===== src/core/ctb_pkg.sv =====
// Constants for the CAN timing and message buffer field block
package ctb_pkg;
  // Register byte offsets on the APB
  localparam logic [7:0] OFF_ERR  = 8'h00;
  localparam logic [7:0] OFF_CFG  = 8'h04;
  localparam logic [7:0] OFF_W2   = 8'h08;
  localparam logic [7:0] OFF_W3   = 8'h0C;
  localparam logic [7:0] OFF_IST  = 8'h10;
  localparam logic [7:0] OFF_IMSK = 8'h14;
  localparam logic [7:0] OFF_VEC  = 8'h18;
  // Reset values
  localparam logic [15:0] ERR_RST  = 16'h0000;
  localparam logic [7:0]  CFG_RST  = 8'h00;
  localparam logic [0:0]  IST_RST  = 1'h0;
  localparam logic [0:0]  IMSK_RST = 1'h0;
  // Error counter fields
  localparam int ERR_RX_LSB = 0;
  localparam int ERR_TX_LSB = 8;
  // Bit timing config one fields
  localparam int CFG_W      = 8;
  localparam int SJW_LSB    = 6;
  localparam int SJW_W      = 2;
  localparam int BRP_LSB    = 0;
  localparam int BRP_W      = 6;
  localparam int TQ_PRE_MUL = 2;
  // Buffer word two fields
  localparam int W2_EID_LSB = 10;
  localparam int W2_EID_W   = 6;
  localparam int W2_RTR_BIT = 9;
  localparam int W2_RB1_BIT = 8;
  localparam int W2_RB0_BIT = 4;
  localparam int W2_DLC_LSB = 0;
  localparam int W2_DLC_W   = 4;
  localparam logic [15:0] W2_IMPL_MASK = 16'hFF1F;
  // Buffer word three fields
  localparam int W3_B0_LSB = 0;
  localparam int W3_B1_LSB = 8;
  // Interrupt status and mask bit of the transmit data request
  localparam int IRQ_TXREQ_BIT = 0;
  // Vector location of the transmit data request interrupt
  localparam logic [7:0]  TXREQ_VECTOR   = 8'h4E;
  localparam logic [7:0]  TXREQ_IRQ_NUM  = 8'h46;
  localparam logic [15:0] TXREQ_IVT_ADDR = 16'h00A0;
endpackage : ctb_pkg


===== src/core/ctb_tq_if.sv =====
// Carrier between the register block and the time quantum generator
`timescale 1ns/1ps
interface ctb_tq_if;
  logic [5:0] bit_rate_prescale;
  logic [1:0] resync_jump_width;
  logic       tick;
  logic [2:0] sjw_quanta;
  modport regs (output bit_rate_prescale, output resync_jump_width, input tick, input sjw_quanta);
  modport gen  (input bit_rate_prescale, input resync_jump_width, output tick, output sjw_quanta);
endinterface : ctb_tq_if


===== src/core/ctb_top.sv =====
// Register block: error counts, bit timing, buffer words two and three, interrupt
`timescale 1ns/1ps
module ctb_top (
  // Clock, reset and enable
  input  wire logic        pclk,
  input  wire logic        presetn,
  input  wire logic        ce,
  // APB slave
  input  wire logic        psel,
  input  wire logic        penable,
  input  wire logic        pwrite,
  input  wire logic [7:0]  paddr,
  input  wire logic [31:0] pwdata,
  input  wire logic [3:0]  pstrb,
  output logic      [31:0] prdata,
  output logic             pready,
  output logic             pslverr,
  // From the protocol engine
  input  wire logic [7:0]  tx_error_count,
  input  wire logic [7:0]  rx_error_count,
  input  wire logic        frame_ide,
  input  wire logic        tx_req_event,
  // To the protocol engine
  output logic             time_quantum_tick,
  output logic      [2:0]  sjw_quanta,
  output logic      [5:0]  frame_eid_low,
  output logic             frame_remote,
  output logic      [3:0]  frame_dlc,
  output logic      [7:0]  data_byte0,
  output logic      [7:0]  data_byte1,
  // Interrupt
  output logic             irq
);
  logic [15:0] err_q;
  logic [7:0]  cfg_q;
  logic [15:0] w2_q;
  logic [15:0] w3_q;
  logic [0:0]  ist_q;
  logic [0:0]  imsk_q;
  logic        remote_q;
  logic        acc;
  logic        wr_en;
  logic        hit;
  logic        wr_cfg;
  logic        wr_w2;
  logic        wr_w3;
  logic        wr_ist;
  logic        wr_imsk;

  ctb_tq_if tq_bus ();

  // Byte-lane merge of a 16-bit register with APB write strobes
  function automatic logic [15:0] merge16(input logic [15:0] old_v,
                                          input logic [31:0] wd,
                                          input logic [3:0]  strb);
    merge16 = old_v;
    if (strb[0])
      merge16[7:0] = wd[7:0];
    if (strb[1])
      merge16[15:8] = wd[15:8];
  endfunction : merge16

  localparam logic [7:0] TQ_PRE_MUL_W = 8'(ctb_pkg::TQ_PRE_MUL);

  // Quantum length in clocks for a given prescale field
  function automatic logic [7:0] tq_period(input logic [5:0] bit_rate_prescale);
    tq_period = 8'(TQ_PRE_MUL_W * ({2'b00, bit_rate_prescale} + 8'h01));
  endfunction : tq_period

  // Access decode; a frozen block holds the access phase by lowering pready
  assign acc     = psel && penable && ce;
  assign wr_en   = acc && pwrite;
  assign wr_cfg  = wr_en && (paddr == ctb_pkg::OFF_CFG);
  assign wr_w2   = wr_en && (paddr == ctb_pkg::OFF_W2);
  assign wr_w3   = wr_en && (paddr == ctb_pkg::OFF_W3);
  assign wr_ist  = wr_en && (paddr == ctb_pkg::OFF_IST);
  assign wr_imsk = wr_en && (paddr == ctb_pkg::OFF_IMSK);

  // Address hit check for the error answer
  always_comb
  begin
    case (paddr)
      ctb_pkg::OFF_ERR, ctb_pkg::OFF_CFG, ctb_pkg::OFF_W2, ctb_pkg::OFF_W3,
      ctb_pkg::OFF_IST, ctb_pkg::OFF_IMSK, ctb_pkg::OFF_VEC: hit = 1'b1;
      default: hit = 1'b0;
    endcase
  end

  // Zero-wait answer while enabled, error on unmapped offsets
  assign pready  = ce;
  assign pslverr = acc && !hit;

  // Read mux, unused and unimplemented bits read zero
  always_comb
  begin
    prdata = 32'h0000_0000;
    case (paddr)
      ctb_pkg::OFF_ERR:  prdata[15:0] = err_q;
      ctb_pkg::OFF_CFG:  prdata[7:0]  = cfg_q;
      ctb_pkg::OFF_W2:   prdata[15:0] = w2_q & ctb_pkg::W2_IMPL_MASK;
      ctb_pkg::OFF_W3:   prdata[15:0] = w3_q;
      ctb_pkg::OFF_IST:  prdata[0]    = ist_q[0];
      ctb_pkg::OFF_IMSK: prdata[0]    = imsk_q[0];
      ctb_pkg::OFF_VEC:  prdata[31:0] = {ctb_pkg::TXREQ_IVT_ADDR,
                                         ctb_pkg::TXREQ_IRQ_NUM,
                                         ctb_pkg::TXREQ_VECTOR};
      default:           prdata = 32'h0000_0000;
    endcase
  end

  // Error counts mirrored from the engine, read-only to software
  always_ff @(posedge pclk or negedge presetn)
  begin
    if (!presetn)
      err_q <= ctb_pkg::ERR_RST;
    else if (ce)
    begin
      err_q[ctb_pkg::ERR_TX_LSB +: 8] <= tx_error_count;
      err_q[ctb_pkg::ERR_RX_LSB +: 8] <= rx_error_count;
    end
  end

  // Bit timing config one; only the low byte exists
  always_ff @(posedge pclk or negedge presetn)
  begin
    if (!presetn)
      cfg_q <= ctb_pkg::CFG_RST;
    else if (wr_cfg && pstrb[0])
      cfg_q <= pwdata[7:0];
  end

  // Fields handed to the quantum generator
  assign tq_bus.bit_rate_prescale = cfg_q[ctb_pkg::BRP_LSB +: ctb_pkg::BRP_W];
  assign tq_bus.resync_jump_width = cfg_q[ctb_pkg::SJW_LSB +: ctb_pkg::SJW_W];

  ctb_tq_gen u_tq (
    .pclk    (pclk),
    .presetn (presetn),
    .ce      (ce),
    .tq      (tq_bus.gen)
  );

  assign time_quantum_tick = tq_bus.tick;
  assign sjw_quanta        = tq_bus.sjw_quanta;

  // Buffer words carry no reset; their contents are undefined until written
  always_ff @(posedge pclk)
  begin
    if (wr_w2)
      w2_q <= merge16(w2_q, pwdata, pstrb) & ctb_pkg::W2_IMPL_MASK;
    if (wr_w3)
      w3_q <= merge16(w3_q, pwdata, pstrb);
  end

  // Buffer word fields toward the engine; reserved bits are stored as written
  assign frame_eid_low = w2_q[ctb_pkg::W2_EID_LSB +: ctb_pkg::W2_EID_W];
  assign frame_dlc     = w2_q[ctb_pkg::W2_DLC_LSB +: ctb_pkg::W2_DLC_W];
  assign data_byte0    = w3_q[ctb_pkg::W3_B0_LSB +: 8];
  assign data_byte1    = w3_q[ctb_pkg::W3_B1_LSB +: 8];
  assign frame_remote  = remote_q;

  // Remote request only honoured for extended frames
  always_ff @(posedge pclk or negedge presetn)
  begin
    if (!presetn)
      remote_q <= 1'b0;
    else if (ce)
      remote_q <= frame_ide && w2_q[ctb_pkg::W2_RTR_BIT];
  end

  // Sticky request flag, set wins over a write-one clear
  always_ff @(posedge pclk or negedge presetn)
  begin
    if (!presetn)
      ist_q <= ctb_pkg::IST_RST;
    else if (ce)
    begin
      if (tx_req_event)
        ist_q[ctb_pkg::IRQ_TXREQ_BIT] <= 1'b1;
      else if (wr_ist && pstrb[0] && pwdata[ctb_pkg::IRQ_TXREQ_BIT])
        ist_q[ctb_pkg::IRQ_TXREQ_BIT] <= 1'b0;
    end
  end

  // Interrupt enable mask
  always_ff @(posedge pclk or negedge presetn)
  begin
    if (!presetn)
      imsk_q <= ctb_pkg::IMSK_RST;
    else if (wr_imsk && pstrb[0])
      imsk_q[0] <= pwdata[ctb_pkg::IRQ_TXREQ_BIT];
  end

  // Level interrupt while an enabled flag stands
  assign irq = |(ist_q & imsk_q);

  // Helper: clocks between quantum ticks and whether the prescale held still
  logic [7:0] gap_q;
  logic       stable_q;
  always_ff @(posedge pclk or negedge presetn)
  begin
    if (!presetn)
    begin
      gap_q    <= 8'h00;
      stable_q <= 1'b0;
    end
    else if (ce)
    begin
      gap_q    <= time_quantum_tick ? 8'h01 : gap_q + 8'h01;
      stable_q <= wr_cfg ? 1'b0 : (time_quantum_tick ? 1'b1 : stable_q);
    end
  end
endmodule : ctb_top


===== src/core/ctb_tq_gen.sv =====
// Time quantum prescaler and jump width decode
`timescale 1ns/1ps
module ctb_tq_gen (
  // Clock, reset and enable
  input wire logic pclk,
  input wire logic presetn,
  input wire logic ce,
  // Settings and results
  ctb_tq_if.gen    tq
);
  logic [6:0] cnt_q;
  logic       tick_q;
  logic [2:0] sjw_q;

  // Last count of a quantum: two times (prescale plus one), minus one
  function automatic logic [6:0] last_count(input logic [5:0] bit_rate_prescale);
    last_count = {bit_rate_prescale, 1'b1};
  endfunction : last_count

  // Quantum counter, restarts early if the prescale shrinks mid count
  always_ff @(posedge pclk or negedge presetn)
  begin
    if (!presetn)
    begin
      cnt_q  <= 7'h00;
      tick_q <= 1'b0;
    end
    else if (ce)
    begin
      tick_q <= (cnt_q >= last_count(tq.bit_rate_prescale));
      if (cnt_q >= last_count(tq.bit_rate_prescale))
        cnt_q <= 7'h00;
      else
        cnt_q <= cnt_q + 7'h01;
    end
  end

  // Jump width in quanta is the field plus one
  always_ff @(posedge pclk or negedge presetn)
  begin
    if (!presetn)
      sjw_q <= 3'h1;
    else if (ce)
      sjw_q <= {1'b0, tq.resync_jump_width} + 3'h1;
  end

  assign tq.tick       = tick_q;
  assign tq.sjw_quanta = sjw_q;
endmodule : ctb_tq_gen


===== config.mk =====
export PLATFORM = sky130hd
export DESIGN_NAME = ctb_top
export DESIGN_NICKNAME = d
export VERILOG_FILES = /design/src/core/ctb_pkg.sv /design/src/core/ctb_tq_if.sv /design/src/core/ctb_top.sv /design/src/core/ctb_tq_gen.sv
export SDC_FILE = /design/constraint.sdc
export NUM_CORES = 1
export LEC_CHECK = 0
export ABC_AREA = 1
export BUFFER_PORTS_ARGS = -buffer_cell sky130_fd_sc_hd__buf_4
export CORE_AREA = 2 2 84 86
export DETAILED_ROUTE_END_ITERATION = 16
export DIE_AREA = 0 0 86 88
export HOLD_SLACK_MARGIN = 0.15
export PLACE_DENSITY_LB_ADDON = 0.3
export SYNTH_ARGS = -nofsm -noshare
export SYNTH_HDL_FRONTEND = slang
export SYNTH_SLANG_ARGS = --single-unit

===== constraint.sdc =====
create_clock -name pclk -period 3.5 [get_ports pclk]
set_input_delay 0.175 -clock pclk [delete_from_list [all_inputs] [get_ports pclk]]
set_output_delay 0.175 -clock pclk [all_outputs]
set_load 0.05 [all_outputs]

==> flow_metrics.py, run 1 <==
metrics = {
    "synth": {
        "async_flop_share_pct": 56.7,
        "synth_top_area_share_pct": 26.9,
        "synth-edff-count": 29,
        "synth_cells": 395,
        "synth_area_mm2": 0.00344,
        "ys_ff_latch": 67,
        "syn-mean-instance-area_um2": 8.72,
        "synth-seq-area-share_pct": 52.9,
        "synth_flop_cell": "dfrtp_1",
        "yosys.area.top_type": "dfrtp_1",
        "ys_types": 31,
        "synth_area_leaders": "dfrtp_1, edfxtp_1, nand2_1",
        "ys_warn_count": 0,
    },
    "sta": {
        "min_period_ps": 1850,
        "tns_ps": 0,
        "fin_crit_sh_pct": 52.9,
        "rsz0062_at_grt": "false",
        "maxSlewHeadroom_pct": 43.1,
        "tightest_slew_ps": 851,
        "final-setup-viol-count": 0,
        "hold_violations": 0,
        "finClkSkew_ps": 3.75,
        "slew_violations": 0,
        "fmax_ghz": 0.540,
    },
    "floorplanning": {
        "die_h_um": 88,
        "rows": 30,
        "ios": 134,
        "die_x_um": 86,
        "initial_core_util_pct": 51.8,
        "die_area_mm2": 0.00757,
        "core-area_mm2": 0.00664,
    },
    "power_and_ir_drop": {
        "power_density_mw_per_mm2": 392,
        "p_sw_uw": 562,
        "p_sw_share_pct": 30.9,
        "p_clk_share_pct": 33.0,
        "peakVddDrop_uv": 329,
        "pwr-share-seq_pct": 49.3,
        "internal_power_uw": 1250,
        "combinationalPowerShare_pct": 17.7,
        "leakagePower_uw": 0.00232,
    },
    "global_routing": {
        "grt_pass1_wl_um": 13800,
        "grt_util_met3_pct": 6.50,
        "overflow": 0,
        "antenna_found_initial": 0,
        "grt_usage_pct": 24.2,
        "grt_start_max_net_pins": 39,
        "top_usage_layer": "met2",
        "grt_util_met2_pct": 42.8,
        "first_global_vias": 2968,
        "met1_usage_pct": 28.0,
    },
    "clock_network": {
        "htree_num_levels": 3,
        "clk-insertion-delay-late_ps": 350,
        "path_clk_slew_ps": 90,
        "cts.sinks": 67,
        "ctsRootBufferMaster": "clkbuf_8",
        "tritoncts": "yes",
        "numCtsBuffers": 9,
        "clock_path_buffers": 2,
        "cts_setup_buffers": 0,
    },
    "detailed_routing": {
        "drtPass1Iterations": 5,
        "dr.first_iter.drc_count": 225,
        "drc_errors": 0,
        "wl_um": 8700,
        "wl_per_cell_um": 14.4,
        "viasPerCell": 4.94,
        "ant_nets": 0,
        "num_vias": 2992,
    },
    "job": {
        "max_cap_violations": 0,
    },
    "place": {
        "gp_congestion": 0.838,
        "hpwl_um": 5770,
        "port_buffers": 101,
        "dpl_cell_area_mm2": 0.00410,
    },
    "cells_and_area": {
        "fillers": 531,
        "n_antenna_cell": 0,
        "area_growth_pct": 34.4,
        "multi_input_area_mm2": 0.00128,
        "drive_gt1_share_pct": 25.5,
        "regArea_mm2": 0.00182,
        "final_area_mm2": 0.00463,
        "layout.nets": 597,
    },
    "status": {
        "outcome": "complete, no violations",
    },
    "worst_setup_path": {
        "worstPathRequired_ps": 3480,
        "worstSetupPathType": "in2reg",
        "crit_path_end_kind": "flop",
        "start_kind": "input pin",
        "worstPathArrival_ps": 1840,
        "cp_max_fo": 28,
    },
    "min_path": {
        "hold_path.class": "in2reg",
    },
}
Yosys cell counts, types with 2 or more instances:
master	instances
buf_4	27
nand3_1	31
buf_6	4
xor2_1	3
nand2_1	157
nor2_2	2
a21oi_1	10
nand2_4	2
dfrtp_1	37
ha_1	8
inv_1	32
nand4_1	2
nor2_4	3
edfxtp_1	29
clkbuf_1	4
nor2_1	26
o21ai_0	4
worst paths after layout:
check / startpoint / endpoint / slack, ps / cells after the start
hold / removal: ce / err_q[13] / 210 / 3
setup reg to reg: u_tq.cnt_q[4] / u_tq.cnt_q[6] / 2000 / 8
max in group asynchronous: presetn / err_q[0] / 2800 / 2
setup / recovery: ce / w3_q[5] / 1650 / 5
hold reg to reg: err_q[3] / err_q[3] / 480 / 2
min in group asynchronous: presetn / u_tq.tq.tick / 330 / 2
layer usage:
layer	wire length (µm)	share of wire, %
met3	604	6.9
met4	108	1.2
met1	3560	41
met2	4430	51
met5	0	0
registers in the layout, indices dropped and copies added (netlist names):
signal / count
w3_q: 16
err_q: 16
frame_remote: 1
u_tq.cnt_q: 7
u_tq.tq.sjw_quanta: 3
w2_q: 13
ist_q: 1
cfg_q: 8
imsk_q: 1
u_tq.tq.tick: 1
kinds of logic after synthesis:
family | count (synthesis) | share of synthesized area, %
and+or+nand+nor | 230 | 29.2
buffers and inverters | 69 | 11.3
DFF | 67 | 52.9
AOI/OAI and AO/OA | 16 | 2.51
adders and majority gates | 8 | 2.91
xor gates and xnor gates | 4 | 1.02
other | 1 | 0.109
stage by stage:
stage	hold WS, ps	setup slack (ps)	total power (µW)	std cells	utilization (%)
floorplan	-121	1700	1100	408	-
global placement	178	1300	1190	555	61.6
detailed placement	180	1280	1200	555	61.6
CTS	190	1640	1820	606	69.7
global route	204	1530	1900	606	69.7
finish	206	1650	1820	606	69.7
worst max-delay path, stage by stage:
cell	delay (ps)
buf_4	290
nand3_4	130
nor3_4	470
inv_2	110
nor2_1	650
placed cells by master, fill, tap and decap left out, drive strengths merged:
cell type      n
o211ai         1
ha             8
nor3           3
conb          14
buf          102
edfxtp        29
xnor2          1
xor2           3
nand2        160
o21ai          5
inv           36
dlygate4sd3   35
dfstp          1
clkinv         2
nand3         32
nand4          2
dfrtp         37
a21oi         10
or2            1
clkinvlp       3
nor2          32
clkbuf         9
power by group through the flow:
| stage | Clock [µW] | Combinational, µW | Sequential, µW |
|---|---|---|---|
| after global routing | 640 | 360 | 899 |
| after floorplan | 0 | 175 | 928 |
| final | 600 | 321 | 896 |
| after CTS | 608 | 320 | 894 |
| after global placement | 0 | 280 | 909 |
| after detailed placement | 0 | 288 | 910 |
what timing repair did:
action                    CTS  global route
resized for setup           0             0
hold buffers               35             0
hold endpoints to repair   94             0
layout make-up:
type	instances	share of cell area, %
Clock buffer	9	2.68
Inverter	34	2.76
Clock inverter	7	1.30
Sequential cell	67	39.4
Timing Repair Buffer	137	24.1
Tap cell	80	2.16
Multi-Input combinational cell	272	27.6
(Power assumes the default switching activity.)
==> run 2, diff against run 1 <==
CORE_AREA = 2 2 87 89   (was 2 2 84 86)
DIE_AREA = 0 0 89 91   (was 0 0 86 88)
clock period = 1.77 ns   (was 3.5 ns; I/O delays follow)
==> flow_metrics.py, run 2 (synthesis gave the netlist of run 1 again) <==
metrics = {
    "power_and_ir_drop": {
        "internal_power_uw": 2770,
        "p_sw_share_pct": 28.3,
        "power_density_mw_per_mm2": 788,
        "pwr-share-seq_pct": 45.7,
        "p_sw_uw": 1090,
        "combinationalPowerShare_pct": 17.2,
        "leakagePower_uw": 0.00244,
        "p_clk_share_pct": 37.1,
        "peakVddDrop_uv": 567,
    },
    "worst_setup_path": {
        "cp_max_fo": 20,
        "rr_worst_depth": 8,
        "worstPathArrival_ps": 1520,
        "reg2reg_from": "u_tq.cnt_q[4]",
        "crit_path_end_kind": "output port",
        "start_kind": "input pin",
        "reg2reg_to": "u_tq.cnt_q[5]",
        "worstPathRequired_ps": 1680,
        "reg2reg_slack_ps": 280,
        "worstSetupPathType": "in2out",
    },
    "sta": {
        "final-setup-viol-count": 0,
        "tightest_slew_ps": 514,
        "slew_violations": 0,
        "min_period_ps": 1610,
        "rsz0062_at_grt": "false",
        "fmax_ghz": 0.622,
        "finClkSkew_ps": 6.71,
        "hold_violations": 0,
        "fin_crit_sh_pct": 90.9,
        "maxSlewHeadroom_pct": 65.8,
        "hold-worst-slack_ps": 195,
        "tns_ps": 0,
    },
    "min_path": {
        "min_to": "imsk_q",
        "min-delay-start": "penable",
        "holdPathStages": 6,
        "hold_path.class": "in2reg",
    },
    "job": {
        "max_cap_violations": 0,
    },
    "global_routing": {
        "grt_start_max_net_pins": 39,
        "grt_pass1_wl_um": 14600,
        "grt_usage_pct": 24.1,
        "overflow": 0,
        "antenna_found_initial": 0,
        "first_global_vias": 3067,
    },
    "clock_network": {
        "clock_path_buffers": 2,
        "cts.repair.resized": 0,
        "tritoncts": "yes",
        "path_clk_slew_ps": 70,
        "cts.sinks": 67,
        "ctsRootBufferMaster": "clkbuf_8",
        "cts_setup_buffers": 0,
        "clk-insertion-delay-late_ps": 340,
        "htree_num_levels": 3,
        "numCtsBuffers": 9,
    },
    "cells_and_area": {
        "n_antenna_cell": 0,
        "drive_gt1_share_pct": 26.9,
        "layout_commonest_cell": "nand2_1",
        "final_area_mm2": 0.00491,
        "fillers": 564,
        "layout.nets": 622,
        "top_regs": "err_q (16), w3_q (16), w2_q (13)",
        "area_growth_pct": 42.5,
        "layout_common_cells": "nand2_1, buf_4, dlygate4sd3_1",
    },
    "floorplanning": {
        "initial_core_util_pct": 48.2,
        "die_x_um": 89,
        "core-area_mm2": 0.00714,
        "die_h_um": 91,
        "die_area_mm2": 0.00810,
        "ios": 134,
        "rows": 31,
    },
    "place": {
        "port_buffers": 101,
        "gp_congestion": 0.859,
        "hpwl_um": 6100,
        "dpl_cell_area_mm2": 0.00422,
    },
    "detailed_routing": {
        "drtPass1Iterations": 4,
        "dr.first_iter.drc_count": 147,
        "wl_per_cell_um": 14.4,
        "wl_um": 9370,
        "num_vias": 3135,
        "viasPerCell": 4.82,
        "ant_nets": 0,
        "drc_errors": 0,
    },
    "status": {
        "outcome": "complete, no violations",
    },
}
==> run 2: changes by cell type in the layout (fill, tap and decap cells not counted) <==
cell           before  now
buf_4             102  116
bufinv_16           0    2
clkinv_2            0    1
clkinv_4            1    0
clkinvlp_4          3    2
dlygate4sd3_1      35   46
inv_8               1    0
==> run 2: area by class of cell <==
class	instances	area (µm²)	area share, %
sequential	67	1820	37.2
timing repair buffer	162	1330	27.1
multi-input combinational	272	1280	26.1
inverter	34	128	2.60
clock buffer	9	124	2.52
tap	99	124	2.52
clock inverter	7	97.6	1.99
==> run 2: worst max path at each step <==
stage | startpoint | to | slack (ps) | cells past startpoint
after floorplan | paddr[1] | prdata[1] | 140 | 5
after global routing | ce | pslverr | 30 | 7
after global placement | paddr[1] | prdata[6] | 250 | 8
after detailed placement | paddr[1] | prdata[12] | 250 | 8
after CTS | ce | pslverr | 150 | 7
final | ce | pslverr | 160 | 7
==> run 2: layer usage <==
metal / global-route usage [%] / wire (µm) / up-vias
li1: - / - / 1510
met1: 29.1 / 3900 / 1497
met2: 41.4 / 4820 / 110
met3: 5.00 / 457 / 18
met4: 9.58 / 192 / 0
met5: 0 / 0 / -
==> run 2: power by group through the flow <==
stage,Sequential [µW],Combinational [µW],Clock (µW)
after floorplan,1830,347,0
final,1770,665,1430
after detailed placement,1800,576,0
after CTS,1770,659,1440
after global routing,1780,738,1530
after global placement,1800,562,0
==> run 2: timing repair <==
item | CTS | global route
hold buffers | 46 | 0
endpoints found under the hold margin | 97 | 0
setup endpoints to repair | 0 | 0
==> run 2: critical path: stages <==
cell and delay (ps):
dlygate4sd3_1 530, buf_4 260, nand3_4 130, nor2_1 120
nand2_1 50, nor2_1 130, buf_4 220
==> run 2: metrics by stage <==
stage | power (µW) | util, % | cells | setup WS [ps]
6_report | 3870 | 68.7 | 650 | 161
3_3_place_gp | 2360 | 59.2 | 588 | 250
2_1_floorplan | 2180 | - | 408 | 139
3_5_place_dp | 2380 | 59.2 | 588 | 249
4_1_cts | 3870 | 68.7 | 650 | 147
5_1_grt | 4040 | 68.7 | 650 | 30.4
==> run 3, diff against run 2 <==
CORE_AREA = 2 2 67 116   (was 2 2 87 89)
DIE_AREA = 0 0 69 118   (was 0 0 89 91)
==> flow_metrics.py, run 3 (synthesis gave the netlist of run 1 again) <==
metrics = {
    "worst_setup_path": {
        "rr_worst_depth": 9,
        "crit_path_end_kind": "output port",
        "reg2reg_from": "cfg_q[5]",
        "reg2reg_to": "u_tq.cnt_q[2]",
        "start_kind": "input pin",
        "worstPathArrival_ps": 1470,
        "worstPathRequired_ps": 1680,
        "reg2reg_slack_ps": 310,
        "cp_max_fo": 10,
        "worstSetupPathType": "in2out",
    },
    "cells_and_area": {
        "top_regs": "err_q (16), w3_q (16), w2_q (13)",
        "layout.nets": 613,
        "multi_input_area_mm2": 0.00128,
        "layout_commonest_cell": "nand2_1",
        "fillers": 605,
        "area_growth_pct": 41.2,
        "stdcell_count": 628,
        "regArea_mm2": 0.00182,
        "drive_gt1_share_pct": 26.2,
        "layout_common_cells": "nand2_1, buf_4, dlygate4sd3_1",
        "n_antenna_cell": 0,
    },
    "sta": {
        "rsz0062_at_grt": "false",
        "fmax_ghz": 0.643,
        "min_period_ps": 1560,
        "maxSlewHeadroom_pct": 65.2,
        "tightest_slew_ps": 521,
        "tns_ps": 0,
        "finClkSkew_ps": 5.06,
        "fin_crit_sh_pct": 87.9,
        "hold_violations": 0,
        "final-setup-viol-count": 0,
        "slew_violations": 0,
    },
    "clock_network": {
        "htree_num_levels": 3,
        "ctsRootBufferMaster": "clkbuf_16",
        "clk-insertion-delay-late_ps": 330,
        "tritoncts": "yes",
        "cts.sinks": 67,
        "clock_path_buffers": 2,
        "cts_setup_buffers": 0,
        "path_clk_slew_ps": 50,
        "numCtsBuffers": 9,
    },
    "floorplanning": {
        "ios": 134,
        "core-area_mm2": 0.00718,
        "rows": 41,
        "die_h_um": 118,
        "die_area_mm2": 0.00814,
        "die_x_um": 69,
        "initial_core_util_pct": 47.9,
    },
    "global_routing": {
        "first_global_vias": 3217,
        "grt_start_max_net_pins": 39,
        "overflow": 0,
        "antenna_found_initial": 0,
        "grt_pass1_wl_um": 15000,
        "grt_usage_pct": 23.6,
    },
    "detailed_routing": {
        "drtPass1Iterations": 5,
        "viasPerCell": 4.91,
        "wl_per_cell_um": 14.5,
        "ant_nets": 0,
        "dr.first_iter.drc_count": 177,
        "drc_errors": 0,
        "wl_um": 9080,
        "num_vias": 3083,
    },
    "place": {
        "gp_congestion": 0.851,
        "hpwl_um": 6340,
        "port_buffers": 101,
        "dp.cells": 573,
    },
    "min_path": {
        "hold_path.class": "in2reg",
        "holdPathStages": 6,
        "min-delay-start": "penable",
        "min_to": "imsk_q",
    },
    "power_and_ir_drop": {
        "p_sw_uw": 1060,
        "peakVddDrop_uv": 693,
        "p_clk_share_pct": 40.9,
        "pwr-share-seq_pct": 43.2,
        "p_sw_share_pct": 25.8,
        "internal_power_uw": 3050,
        "combinationalPowerShare_pct": 15.8,
        "power_density_mw_per_mm2": 845,
        "leakagePower_uw": 0.00245,
    },
    "job": {
        "max_cap_violations": 0,
    },
    "status": {
        "outcome": "complete, no violations",
    },
}
[run 3: cell count changes in the layout (fill, tap and decap cells not counted), sizes merged]
| cell | delta |
|---|---|
| bufinv | -1 |
| clkinvlp | -2 |
| clkinv | +2 |
| dlygate4sd3 | -7 |
| clkbuf | +3 |
| inv | -2 |
| buf | -2 |
[run 3: worst max-delay path: stages]
cell and delay, ps:
buf_4 110, nor2_1 220, nand2_1 170, nor2_4 260, buf_4 230, nand2_1 70, nand3_1 100, buf_4 210
[run 3: final cells by class]
type	count	area share [%]
Sequential cell	67	37.5
Clock inverter	4	0.900
Timing Repair Buffer	153	25.6
Clock buffer	12	4.86
Inverter	34	2.62
Multi-Input combinational cell	272	26.3
Tap cell	86	2.21
[run 3: stage by stage]
step | utilization (%) | cell area (µm²) | hold WS, ps | power, µW | worst slack, ps
after global placement | 58.4 | 4190 | 93.1 | 2360 | 222
final | 67.7 | 4860 | 222 | 4110 | 215
after floorplan | - | 3490 | -207 | 2180 | 139
after global routing | 67.7 | 4860 | 250 | 4290 | 89.9
after CTS | 67.7 | 4860 | 212 | 4140 | 216
after detailed placement | 58.4 | 4190 | 98.0 | 2380 | 215
[run 3: timing repair]
| action | CTS | global route |
|---|---|---|
| hold buffers | 39 | 0 |
| resized for setup | 0 | 0 |
| endpoints found under the hold margin | 96 | 0 |
[run 3: metal layers]
metal  GRT usage (%)  up-vias  part of all wire (%)
met5               0        -                     0
met4            12.3        0                   3.1
met3            4.37       21                   5.3
met2            45.0      107                    57
met1            23.5     1462                    35
li1                -     1493                     -
[run 3: worst max path at each step]
stage | from | cells past startpoint | slack [ps] | to
4_1_cts | paddr[1] | 8 | 220 | prdata[8]
5_1_grt | paddr[1] | 8 | 90 | prdata[7]
3_5_place_dp | paddr[1] | 8 | 220 | prdata[8]
3_3_place_gp | paddr[1] | 8 | 220 | prdata[8]
6_report | paddr[1] | 8 | 210 | prdata[13]
2_1_floorplan | paddr[1] | 5 | 140 | prdata[1]
[run 3: power groups by stage]
| stage | Sequential (µW) | Combinational (µW) | Clock [µW] |
|---|---|---|---|
| after floorplan | 1830 | 347 | 0 |
| after global placement | 1800 | 567 | 0 |
| after detailed placement | 1800 | 581 | 0 |
| after CTS | 1770 | 654 | 1710 |
| final | 1780 | 650 | 1680 |
| after global routing | 1780 | 728 | 1780 |
